==> src/fsc_pkg.sv <==
package fsc_pkg;

  // Register word offsets (byte addresses on the 32-bit bus)
  localparam logic [5:0] OFF_CTRL = 6'h00;
  localparam logic [5:0] OFF_PREDIV = 6'h04;
  localparam logic [5:0] OFF_DIVOUT = 6'h08;
  localparam logic [5:0] OFF_INT = 6'h0c;
  localparam logic [5:0] OFF_FRAC = 6'h10;
  localparam logic [5:0] OFF_MODE = 6'h14;
  localparam logic [5:0] OFF_CAL = 6'h18;
  localparam logic [5:0] OFF_NDIV = 6'h1c;
  localparam logic [5:0] OFF_STATUS = 6'h20;

  // Control register bit positions
  localparam int CTRL_RUN = 0;
  localparam int CTRL_SRC = 1;
  localparam int CTRL_AUTO = 2;

  // Status register bit positions and field
  localparam int STAT_BUSY = 0;
  localparam int STAT_POWER = 1;
  localparam int STAT_DIV_LSB = 8;

  // Field widths
  localparam int DIV_W = 8;
  localparam int INT_W = 8;
  localparam int FRAC_W = 24;
  localparam int CAL_W = 8;
  localparam int N_W = 4;

  // Reference predivider codes and their divide counts
  localparam logic [1:0] PREDIV_BY1 = 2'h0;
  localparam logic [1:0] PREDIV_BY2 = 2'h1;
  localparam logic [1:0] PREDIV_BY4 = 2'h2;
  localparam logic [1:0] PREDIV_BY8 = 2'h3;
  localparam logic [2:0] PREDIV_CNT1 = 3'h0;
  localparam logic [2:0] PREDIV_CNT2 = 3'h1;
  localparam logic [2:0] PREDIV_CNT4 = 3'h3;
  localparam logic [2:0] PREDIV_CNT8 = 3'h7;

  // Scale mode: a set bit bypasses its factor, so code 3 bypasses both
  localparam int MODE_B500_BIT = 0;
  localparam int MODE_B1029_BIT = 1;
  localparam logic [1:0] MODE_BYPASS_BOTH = 2'h3;

  // Reset values
  localparam logic [1:0] RST_PREDIV = 2'h0;
  localparam logic [7:0] RST_DIVOUT = 8'h10;
  localparam logic [7:0] RST_INT = 8'h40;
  localparam logic [23:0] RST_FRAC = 24'h000000;
  localparam logic [1:0] RST_MODE = 2'h3;
  localparam logic [7:0] RST_CAL = 8'h80;
  localparam logic [3:0] RST_NDIV = 4'h1;

  // Restore wait after power-up, in its own unit and in clock cycles
  localparam int SEQ_WAIT_US = 800;
  localparam int CLK_FREQ_MHZ = 50;
  localparam int SEQ_WAIT_CYC = SEQ_WAIT_US * CLK_FREQ_MHZ;

  // Avalon-MM request from the master
  typedef struct packed {
    logic read;
    logic write;
    logic [5:0] address;
    logic [31:0] writedata;
    logic [3:0] byteenable;
  } fsc_bus_req_t;

  // Settings driven into the analog synthesizer core
  typedef struct packed {
    logic power_on;
    logic bypass_500;
    logic bypass_1029;
    logic [INT_W-1:0] int_factor;
    logic [FRAC_W-1:0] frac_factor;
    logic [CAL_W-1:0] cal_ratio;
    logic [DIV_W-1:0] out_divider;
  } fsc_synth_cfg_t;

  // Power-up sequencer states
  typedef enum logic [2:0] {
    SEQ_OFF = 3'b001,
    SEQ_WAIT = 3'b010,
    SEQ_RUN = 3'b100
  } fsc_seq_t;

endpackage

==> src/fsc_ref_prediv.sv <==
`timescale 1ns/1ns
module fsc_ref_prediv
  import fsc_pkg::*;
(
  input wire logic clk,
  input wire logic rst,
  input wire logic serial_bit_clock_pin,
  input wire logic [1:0] reference_predivider,
  output logic bit_edge,
  output logic ref_tick
);

  // Whole state of the predivider
  typedef struct packed {
    logic prev;
    logic [2:0] cnt;
    logic edge_q;
    logic tick;
  } fsc_div_st_t;

  fsc_div_st_t st_q;
  fsc_div_st_t st_d;
  logic rise;
  logic [2:0] limit;

  // Divide count from the code; code 1 halves the bit clock
  always_comb begin
    unique case (reference_predivider)
      PREDIV_BY1: limit = PREDIV_CNT1;
      PREDIV_BY2: limit = PREDIV_CNT2;
      PREDIV_BY4: limit = PREDIV_CNT4;
      PREDIV_BY8: limit = PREDIV_CNT8;
    endcase
  end

  assign rise = serial_bit_clock_pin & ~st_q.prev;

  // Count bit clock rising edges, emit one tick every limit+1
  always_comb begin
    st_d = st_q;
    st_d.prev = serial_bit_clock_pin;
    st_d.edge_q = rise;
    st_d.tick = 1'b0;
    if (rise) begin
      if (st_q.cnt >= limit) begin
        st_d.cnt = 3'h0;
        st_d.tick = 1'b1;
      end else begin
        st_d.cnt = st_q.cnt + 3'h1;
      end
    end
  end

  // State register
  always_ff @(posedge clk) begin
    if (rst) begin
      st_q <= '0;
    end else begin
      st_q <= st_d;
    end
  end

  assign bit_edge = st_q.edge_q;
  assign ref_tick = st_q.tick;

endmodule

==> src/fsc_config_sequencer.sv <==
`timescale 1ns/1ns
// Notes on behaviour
// - Source select 0 bypasses synthesizer; power-down allowed
// - Master clock follows predivider, factors, mode, divider
// - Scale mode 3 bypasses both scale factors
// - Predivider codes 0,2,3 divide by 1,4,8
// - Reference comes from the serial bit clock pin
// - Clearing run powers the synthesizer down
// - Master clock from pin or synthesizer by select
module fsc_config_sequencer
  import fsc_pkg::*;
#(
  parameter int WAIT_CYCLES = SEQ_WAIT_CYC
)(
  input wire logic clk,
  input wire logic rst,
  input wire fsc_bus_req_t avs_req,
  output logic [31:0] avs_readdata,
  output logic avs_waitrequest,
  input wire logic serial_bit_clock_pin,
  input wire logic synth_clk_in,
  output fsc_synth_cfg_t synth_cfg,
  output logic synth_ref_tick,
  output logic master_clock_source_select,
  output logic mclk_tick
);

  // Whole state of the block
  typedef struct packed {
    logic wait_n;
    logic [31:0] rdata;
    logic run;
    logic src_sel;
    logic auto_seq;
    logic [1:0] prediv;
    logic [DIV_W-1:0] divout;
    logic [INT_W-1:0] int_f;
    logic [FRAC_W-1:0] frac_f;
    logic [1:0] mode;
    logic [CAL_W-1:0] cal;
    logic [N_W-1:0] ndiv;
    fsc_seq_t seq;
    logic [31:0] timer;
    fsc_synth_cfg_t cfg;
    logic synth_prev;
    logic mclk;
  } fsc_st_t;

  fsc_st_t st_q;
  fsc_st_t st_d;
  logic bit_edge; // One-cycle pulse on each bit clock rise
  logic ref_tick; // Divided reference pulse
  logic req; // A bus request is pending
  logic wr_now; // Write takes effect this edge
  logic [31:0] rd_mux; // Read data selected by address
  logic [31:0] cur; // Current value of the addressed register
  logic [31:0] wmask; // Byte-enable mask
  logic [31:0] merged; // Write data merged over current value
  logic [N_W+DIV_W-1:0] scaled; // Divider times n, full width
  logic run_rise; // Run bit set by this write
  logic synth_rise; // Rising edge of the synthesizer clock

  // Reference divider on the bit clock pin
  fsc_ref_prediv u_prediv (
    .clk(clk),
    .rst(rst),
    .serial_bit_clock_pin(serial_bit_clock_pin),
    .reference_predivider(st_q.prediv),
    .bit_edge(bit_edge),
    .ref_tick(ref_tick)
  );

  assign req = avs_req.read | avs_req.write;
  // The master holds its request until it sees waitrequest low
  assign wr_now = avs_req.write & ~st_q.wait_n;
  // Both operands widened first so the product keeps every bit
  assign scaled = {{N_W{1'b0}}, st_q.divout}
    * {{DIV_W{1'b0}}, st_q.ndiv};
  assign synth_rise = synth_clk_in & ~st_q.synth_prev;

  // Byte-enable mask, one byte lane per generate pass
  genvar b;
  generate
    for (b = 0; b < 4; b++) begin : g_lane
      assign wmask[8*b+7:8*b] = {8{avs_req.byteenable[b]}};
    end
  endgenerate

  // Register read view; unmapped and reserved bits read zero
  always_comb begin
    rd_mux = 32'h0;
    unique case (avs_req.address)
      OFF_CTRL: begin
        rd_mux[CTRL_RUN] = st_q.run;
        rd_mux[CTRL_SRC] = st_q.src_sel;
        rd_mux[CTRL_AUTO] = st_q.auto_seq;
      end
      OFF_PREDIV: rd_mux[1:0] = st_q.prediv;
      OFF_DIVOUT: rd_mux[DIV_W-1:0] = st_q.divout;
      OFF_INT: rd_mux[INT_W-1:0] = st_q.int_f;
      OFF_FRAC: rd_mux[FRAC_W-1:0] = st_q.frac_f;
      OFF_MODE: rd_mux[1:0] = st_q.mode;
      OFF_CAL: rd_mux[CAL_W-1:0] = st_q.cal;
      OFF_NDIV: rd_mux[N_W-1:0] = st_q.ndiv;
      OFF_STATUS: begin
        rd_mux[STAT_BUSY] = st_q.seq == SEQ_WAIT;
        rd_mux[STAT_POWER] = st_q.cfg.power_on;
        rd_mux[STAT_DIV_LSB +: DIV_W] = st_q.cfg.out_divider;
      end
      default: rd_mux = 32'h0;
    endcase
  end

  // The status word is read-only, so it merges harmlessly
  assign cur = rd_mux;
  assign merged = (avs_req.writedata & wmask) | (cur & ~wmask);
  assign run_rise = wr_now && avs_req.address == OFF_CTRL
    && merged[CTRL_RUN] && !st_q.run;

  // Next-state logic: bus slave, settings, sequencer, clock select
  always_comb begin
    st_d = st_q;
    // One wait cycle, then a single cycle with waitrequest low
    if (req && st_q.wait_n) begin
      st_d.wait_n = 1'b0;
      st_d.rdata = rd_mux;
    end else begin
      st_d.wait_n = 1'b1;
    end
    // Register writes
    if (wr_now) begin
      unique case (avs_req.address)
        OFF_CTRL: begin
          st_d.run = merged[CTRL_RUN];
          st_d.src_sel = merged[CTRL_SRC];
          st_d.auto_seq = merged[CTRL_AUTO];
        end
        OFF_PREDIV: st_d.prediv = merged[1:0];
        OFF_DIVOUT: st_d.divout = merged[DIV_W-1:0];
        OFF_INT: st_d.int_f = merged[INT_W-1:0];
        OFF_FRAC: st_d.frac_f = merged[FRAC_W-1:0];
        OFF_MODE: st_d.mode = merged[1:0];
        OFF_CAL: st_d.cal = merged[CAL_W-1:0];
        OFF_NDIV: st_d.ndiv = merged[N_W-1:0];
        default: st_d.run = st_q.run;
      endcase
    end
    // Factors reach the core at once; software orders the writes
    st_d.cfg.int_factor = st_d.int_f;
    st_d.cfg.frac_factor = st_d.frac_f;
    st_d.cfg.cal_ratio = st_d.cal;
    st_d.cfg.bypass_500 = st_d.mode[MODE_B500_BIT];
    st_d.cfg.bypass_1029 = st_d.mode[MODE_B1029_BIT];
    // Power-up sequencer
    unique case (st_q.seq)
      SEQ_OFF: begin
        st_d.timer = 32'h0;
        if (run_rise && st_d.auto_seq) begin
          // Scaled divider keeps the VCO in range while it settles
          st_d.cfg.out_divider = scaled[DIV_W-1:0];
          st_d.seq = SEQ_WAIT;
        end else if (run_rise) begin
          st_d.cfg.out_divider = st_d.divout;
          st_d.seq = SEQ_RUN;
        end else begin
          st_d.cfg.out_divider = st_d.divout;
        end
      end
      SEQ_WAIT: begin
        if (st_q.timer >= 32'(WAIT_CYCLES - 1)) begin
          st_d.cfg.out_divider = st_d.divout;
          st_d.seq = SEQ_RUN;
        end else begin
          st_d.timer = st_q.timer + 32'h1;
        end
      end
      SEQ_RUN: begin
        st_d.cfg.out_divider = st_d.divout;
      end
    endcase
    // Clearing run powers down from any state
    if (!st_d.run) begin
      st_d.seq = SEQ_OFF;
      st_d.timer = 32'h0;
    end
    st_d.cfg.power_on = st_d.run;
    // Master clock tick from pin edge or from synthesizer edge
    st_d.synth_prev = synth_clk_in;
    if (st_q.src_sel) begin
      st_d.mclk = synth_rise & st_q.cfg.power_on;
    end else begin
      st_d.mclk = bit_edge;
    end
  end

  // State register
  always_ff @(posedge clk) begin
    if (rst) begin
      st_q <= '0;
      st_q.wait_n <= 1'b1;
      st_q.prediv <= RST_PREDIV;
      st_q.divout <= RST_DIVOUT;
      st_q.int_f <= RST_INT;
      st_q.frac_f <= RST_FRAC;
      st_q.mode <= RST_MODE;
      st_q.cal <= RST_CAL;
      st_q.ndiv <= RST_NDIV;
      st_q.seq <= SEQ_OFF;
      st_q.cfg.int_factor <= RST_INT;
      st_q.cfg.cal_ratio <= RST_CAL;
      st_q.cfg.out_divider <= RST_DIVOUT;
      st_q.cfg.bypass_500 <= RST_MODE[MODE_B500_BIT];
      st_q.cfg.bypass_1029 <= RST_MODE[MODE_B1029_BIT];
    end else begin
      st_q <= st_d;
    end
  end

  assign avs_readdata = st_q.rdata;
  assign avs_waitrequest = st_q.wait_n;
  assign synth_cfg = st_q.cfg;
  assign synth_ref_tick = ref_tick;
  assign master_clock_source_select = st_q.src_sel;
  assign mclk_tick = st_q.mclk;

  // Checks

  run_power_a: assert property (@(posedge clk) disable iff (rst)
    !st_q.run |-> !synth_cfg.power_on)
    else $error("synth powered while run clear");

  run_clear_a: assert property (@(posedge clk) disable iff (rst)
    $fell(st_q.run) |-> st_q.seq == SEQ_OFF)
    else $error("sequencer not off after run cleared");

  scaled_div_a: assert property (@(posedge clk) disable iff (rst)
    $rose(st_q.seq == SEQ_WAIT) |->
      synth_cfg.out_divider == scaled[DIV_W-1:0])
    else $error("divider not scaled by n at power-up");

  wait_hold_a: assert property (@(posedge clk) disable iff (rst)
    $rose(st_q.seq == SEQ_WAIT) && WAIT_CYCLES > 2 |->
      (st_q.seq == SEQ_WAIT || !st_q.run) [*2])
    else $error("restore wait ended early");

  restore_div_a: assert property (@(posedge clk) disable iff (rst)
    st_q.seq == SEQ_WAIT && st_q.timer >= 32'(WAIT_CYCLES - 1)
      && st_d.run |=> synth_cfg.out_divider == st_q.divout)
    else $error("functional divider not restored");

  wait_time_a: assert property (@(posedge clk) disable iff (rst)
    $rose(st_q.seq == SEQ_RUN) && $past(st_q.seq) == SEQ_WAIT |->
      $past(st_q.timer) == 32'(WAIT_CYCLES - 1))
    else $error("restore before full wait");

  mode_bypass_a: assert property (@(posedge clk) disable iff (rst)
    st_q.mode == MODE_BYPASS_BOTH |->
      synth_cfg.bypass_500 && synth_cfg.bypass_1029)
    else $error("mode 3 does not bypass both factors");

  bypass_src_a: assert property (@(posedge clk) disable iff (rst)
    !st_q.src_sel && bit_edge |=> mclk_tick)
    else $error("bypass does not pass bit clock");

  synth_src_a: assert property (@(posedge clk) disable iff (rst)
    st_q.src_sel && !bit_edge |=> !mclk_tick || $past(synth_rise))
    else $error("master clock tick without synthesizer edge");

  bus_answer_a: assert property (@(posedge clk) disable iff (rst)
    req && avs_waitrequest |=> !avs_waitrequest)
    else $error("bus answer late");

  factor_pass_a: assert property (@(posedge clk) disable iff (rst)
    synth_cfg.int_factor == st_q.int_f
      && synth_cfg.frac_factor == st_q.frac_f)
    else $error("factors not passed to core");

endmodule

==> config.mk <==
export PLATFORM = sky130hd
export DESIGN_NAME = fsc_config_sequencer
export DESIGN_NICKNAME = d
export VERILOG_FILES = /design/src/fsc_pkg.sv /design/src/fsc_ref_prediv.sv /design/src/fsc_config_sequencer.sv
export SDC_FILE = /design/constraint.sdc
export NUM_CORES = 1
export LEC_CHECK = 0
export ABC_AREA = 1
export ABC_CLOCK_PERIOD_IN_PS = 4100
export BUFFER_PORTS_ARGS = -buffer_cell sky130_fd_sc_hd__buf_2
export CAP_MARGIN = 20
export CORE_ASPECT_RATIO = 2
export CORE_MARGIN = 2
export CORE_UTILIZATION = 40
export DETAILED_ROUTE_END_ITERATION = 16
export PLACE_DENSITY = 0.71
export SLEW_MARGIN = 20
export SYNTH_ARGS = -nofsm -noshare
export SYNTH_HDL_FRONTEND = slang
export SYNTH_HIERARCHICAL = 1
export SYNTH_SLANG_ARGS = --single-unit
==> constraint.sdc <==
create_clock -name clk -period 4.1 [get_ports clk]
set_input_delay 0.205 -clock clk [delete_from_list [all_inputs] [get_ports clk]]
set_output_delay 0.205 -clock clk [all_outputs]
set_load 0.05 [all_outputs]
==> qor.csv <==
stage,metric,value,unit
power_and_ir_drop,power_frac_comb,8.3,%
yosys,synth_top_family_by_area,simple AND/OR/NAND/NOR gates,
die,die_x,101,µm
sta,fin_worst_skew,0.00921,ns
worst_hold_path,hp-class,primary input to register,
yosys,synth_compound_area_share,15.3,%
cells_and_area,num_antenna_cells,0,
drt,wl_per_cell,15.0,µm
yosys,yosys.area_share.adder,4.60,%
yosys,synthArstFlopShare,0,%
clock_network,cts_resized,0,
yosys,synth_top_area_share,36.3,%
sta,worst-slew-pin-transition,0.910,ns
die,rows,70,
place,place.gp.congestion,0.950,
sta,finalSetupViolCount,0,
power_and_ir_drop,seqPwrFrac,42.6,%
cells_and_area,fin_nets,1138,
yosys,synth.avg_cell_area,7.20,µm²
power_and_ir_drop,p_switching,849,µW
power_and_ir_drop,p_leak,0.00373,µW
global_routing,first_global_vias,6403,
drt,drc,0,
place,placed_area,7610,µm²
place,hpwl,14.4,mm
global_routing,overflow,0,
die,die_y,197,µm
sta,hold_violations,0,
yosys,synth_edf_count,0,
sta,finalMaxSlewViolations,0,
clock_network,h-tree-depth,4,
yosys,yosysSeqAreaShare,36.3,%
global_routing,grt_pass1_wl,31.2,mm
yosys,netlist_top_cells_area,"dfxtp_1, nand2_1, buf_4",
power_and_ir_drop,total_power,3160,µW
power_and_ir_drop,switching_share,26.9,%
yosys,synth_cell_type_count,48,
cells_and_area,layout-area-overhead-vs-synth,10.5,%
critical_path,arrival,3.51,ns
yosys,syn_inst,1035,
clock_network,cts_sinks,135,
cells_and_area,layout-drive-gt1-share,19.2,%
drt,dr.pass1.iters,5,
drt,drt_iter0_markers,327,
critical_path,crit_path_top_delay_cell,fa_1,
die,io_pins,135,
clock_network,clock-root-buffer,clkbuf_16,
power_and_ir_drop,power.internal,2310,µW
critical_path,crit_path_start_kind,register,
clock_network,cts_tree,done,
place,portBuffers,117,
drt,routed-via-count,6672,
sta,fin_setup_tns,0,ns
global_routing,grt_max_degree,64,
sta,clock.fmax,309,MHz
yosys,muxShareOfSynthArea,0.134,%
clock_network,path_clk_slew,0.06,ns
yosys,ys_warn_count,6,
cells_and_area,utilization,45.0,%
cells_and_area,fin_area,8230,µm²
sta,slew_headroom,39.1,%
yosys,yosys_most_used_dff,dfxtp_1,
sta,period_minus_slack,3.24,ns
critical_path,path_max_fanout,8,
sta,grt_setup_unrepaired,no,
critical_path,crit_path_max_incr_delay,0.61,ns
die,dieArea,19800,µm²
critical_path,path_cells,"nand2_1, fa_1, fa_1, inv_1, ha_1, a21oi_1, o21ai_0, nand2_1, nand2_1, nand2_1, nand2_1, inv_1, nand2_1, nand2_1, inv_1, nand3_1, nand3_1, a21oi_1",
drt,ant_nets,0,
global_routing,grt_util_all_layers,20.0,%
yosys,syn_area,7450,µm²
clock_network,postCtsHoldBufs,1,
die,initial_core_util,40.7,%
drt,drt_wl_total,19.4,mm
power_and_ir_drop,clockPowerShare,49.0,%
power_and_ir_drop,power.density,383,nW/µm²
critical_path,crit_required,4.38,ns
critical_path,crit_top_cell,nand2_1,
yosys,yosys_register_bits,135,
clock_network,cts_buffer_depth,2,
clock_network,clk_latency,0.42,ns
clock_network,numCtsBuffers,17,
yosys,synth-simple-area-share,24.8,%
clock_network,post_cts_buffers,0,
power_and_ir_drop,ir_drop,235,µV
die,core,18300,µm²
critical_path,path_class,register to register,
critical_path,worstSetupEndpointType,register,
yosys,synth_xor_area_share,1.88,%
drt,vias_per_cell,5.14,
global_routing,antenna_found_initial,0,
critical_path,reg2reg_slack,0.86,ns
sta,fin_crit_sh,78.9,%
outcome,status,"complete, no violations",
yosys,yosysTopAreaCell,dfxtp_1,
job,max_cap_viol_count,0,
[power by group through the flow]
stage               logic, µW  clock network, µW  registers, µW
global route              285               1620           1350
CTS                       261               1580           1350
floorplan                 207                  0           1380
detailed placement        260                  0           1370
finish                    263               1550           1350
global placement          257                  0           1370
[critical path, delay by kind of cell, from the launching register on]
family	cells	cell delay, ns
simple gates	9	0.68
buf+inv	3	0.14
compound gates	3	0.39
flops	1	0.50
fa+ha+maj	3	1.38
[through the flow]
| step | hold slack, ns | setup slack [ns] | cells |
|---|---|---|---|
| after floorplan | 0.277 | 1.13 | 1042 |
| after global placement | 0.420 | 0.977 | 1263 |
| after detailed placement | 0.430 | 0.902 | 1263 |
| after CTS | 0.00760 | 0.891 | 1296 |
| after global routing | 0.0250 | 0.623 | 1297 |
| final | 0.0216 | 0.864 | 1297 |
[flip-flops by register name, indices dropped and copies added, names as in the netlist]
register,cells
avs_readdata,24
avs_waitrequest,1
master_clock_source_select,1
mclk_tick,1
st_q,53
synth_cfg,49
u_prediv/bit_edge,1
u_prediv/ref_tick,1
u_prediv/st_q,4
[routing by layer]
metal / global-route usage (%) / up-vias / wire length, µm
li1: - / 3340 / -
met1: 21.9 / 3084 / 7600
met2: 36.0 / 213 / 10300
met3: 3.26 / 35 / 889
met4: 10.7 / 0 / 606
met5: 0 / - / 0
[final timing paths]
| check | startpoint | endpoint | depth (start not counted) |
|---|---|---|---|
| setup / recovery | st_q[90]$_SDFFE_PP0P_ | synth_cfg[7]$_SDFFE_PP0P_ | 18 |
| setup reg to reg | st_q[90]$_SDFFE_PP0P_ | synth_cfg[7]$_SDFFE_PP0P_ | 18 |
| hold reg to reg | st_q[76]$_SDFFE_PP0P_ | st_q[76]$_SDFFE_PP0P_ | 2 |
| hold / removal | serial_bit_clock_pin | u_prediv/st_q[5]$_SDFF_PP0_ | 3 |
[cells in the final DEF, fill, tap and decap left out, types with 19 or more instances in the layout]
cell and instances:
a21oi_1 66, a31oi_1 19, buf_2 117, dfxtp_1 135, inv_1 118, nand2_1 191, nand3_1 60, nor2_1 86
nor3_1 20, o21ai_0 87
[area by class of cell]
cell class / instances / area [µm²]
Inverter: 125 / 469
Sequential cell: 135 / 2700
Timing Repair Buffer: 128 / 678
Clock inverter: 15 / 169
Fill cell: 1845 / 10100
Clock buffer: 17 / 425
Tap cell: 216 / 270
Multi-Input combinational cell: 661 / 3520
[Yosys cell counts (9+ instances only)]
cell,number
nand2_1,191
inv_1,119
xor2_1,13
nand3_1,60
clkbuf_1,25
nand4_1,13
o21ai_0,87
nor3_1,21
nor2_1,86
dfxtp_1,135
ha_1,13
a31oi_1,19
fa_1,9
buf_4,83
a21oi_1,66
[cell families (layout without fill, tap and decap cells)]
logic type | Yosys count | after routing
xor gates and xnor gates | 16 | 16
buffers and inverters | 246 | 285
muxes | 1 | 1
AOI/OAI and AO/OA | 205 | 205
other | 1 | 8
and+or+nand+nor | 409 | 409
DFF | 135 | 135
adders and majority gates | 22 | 22
Note: power is estimated with default switching activity, not from simulation.
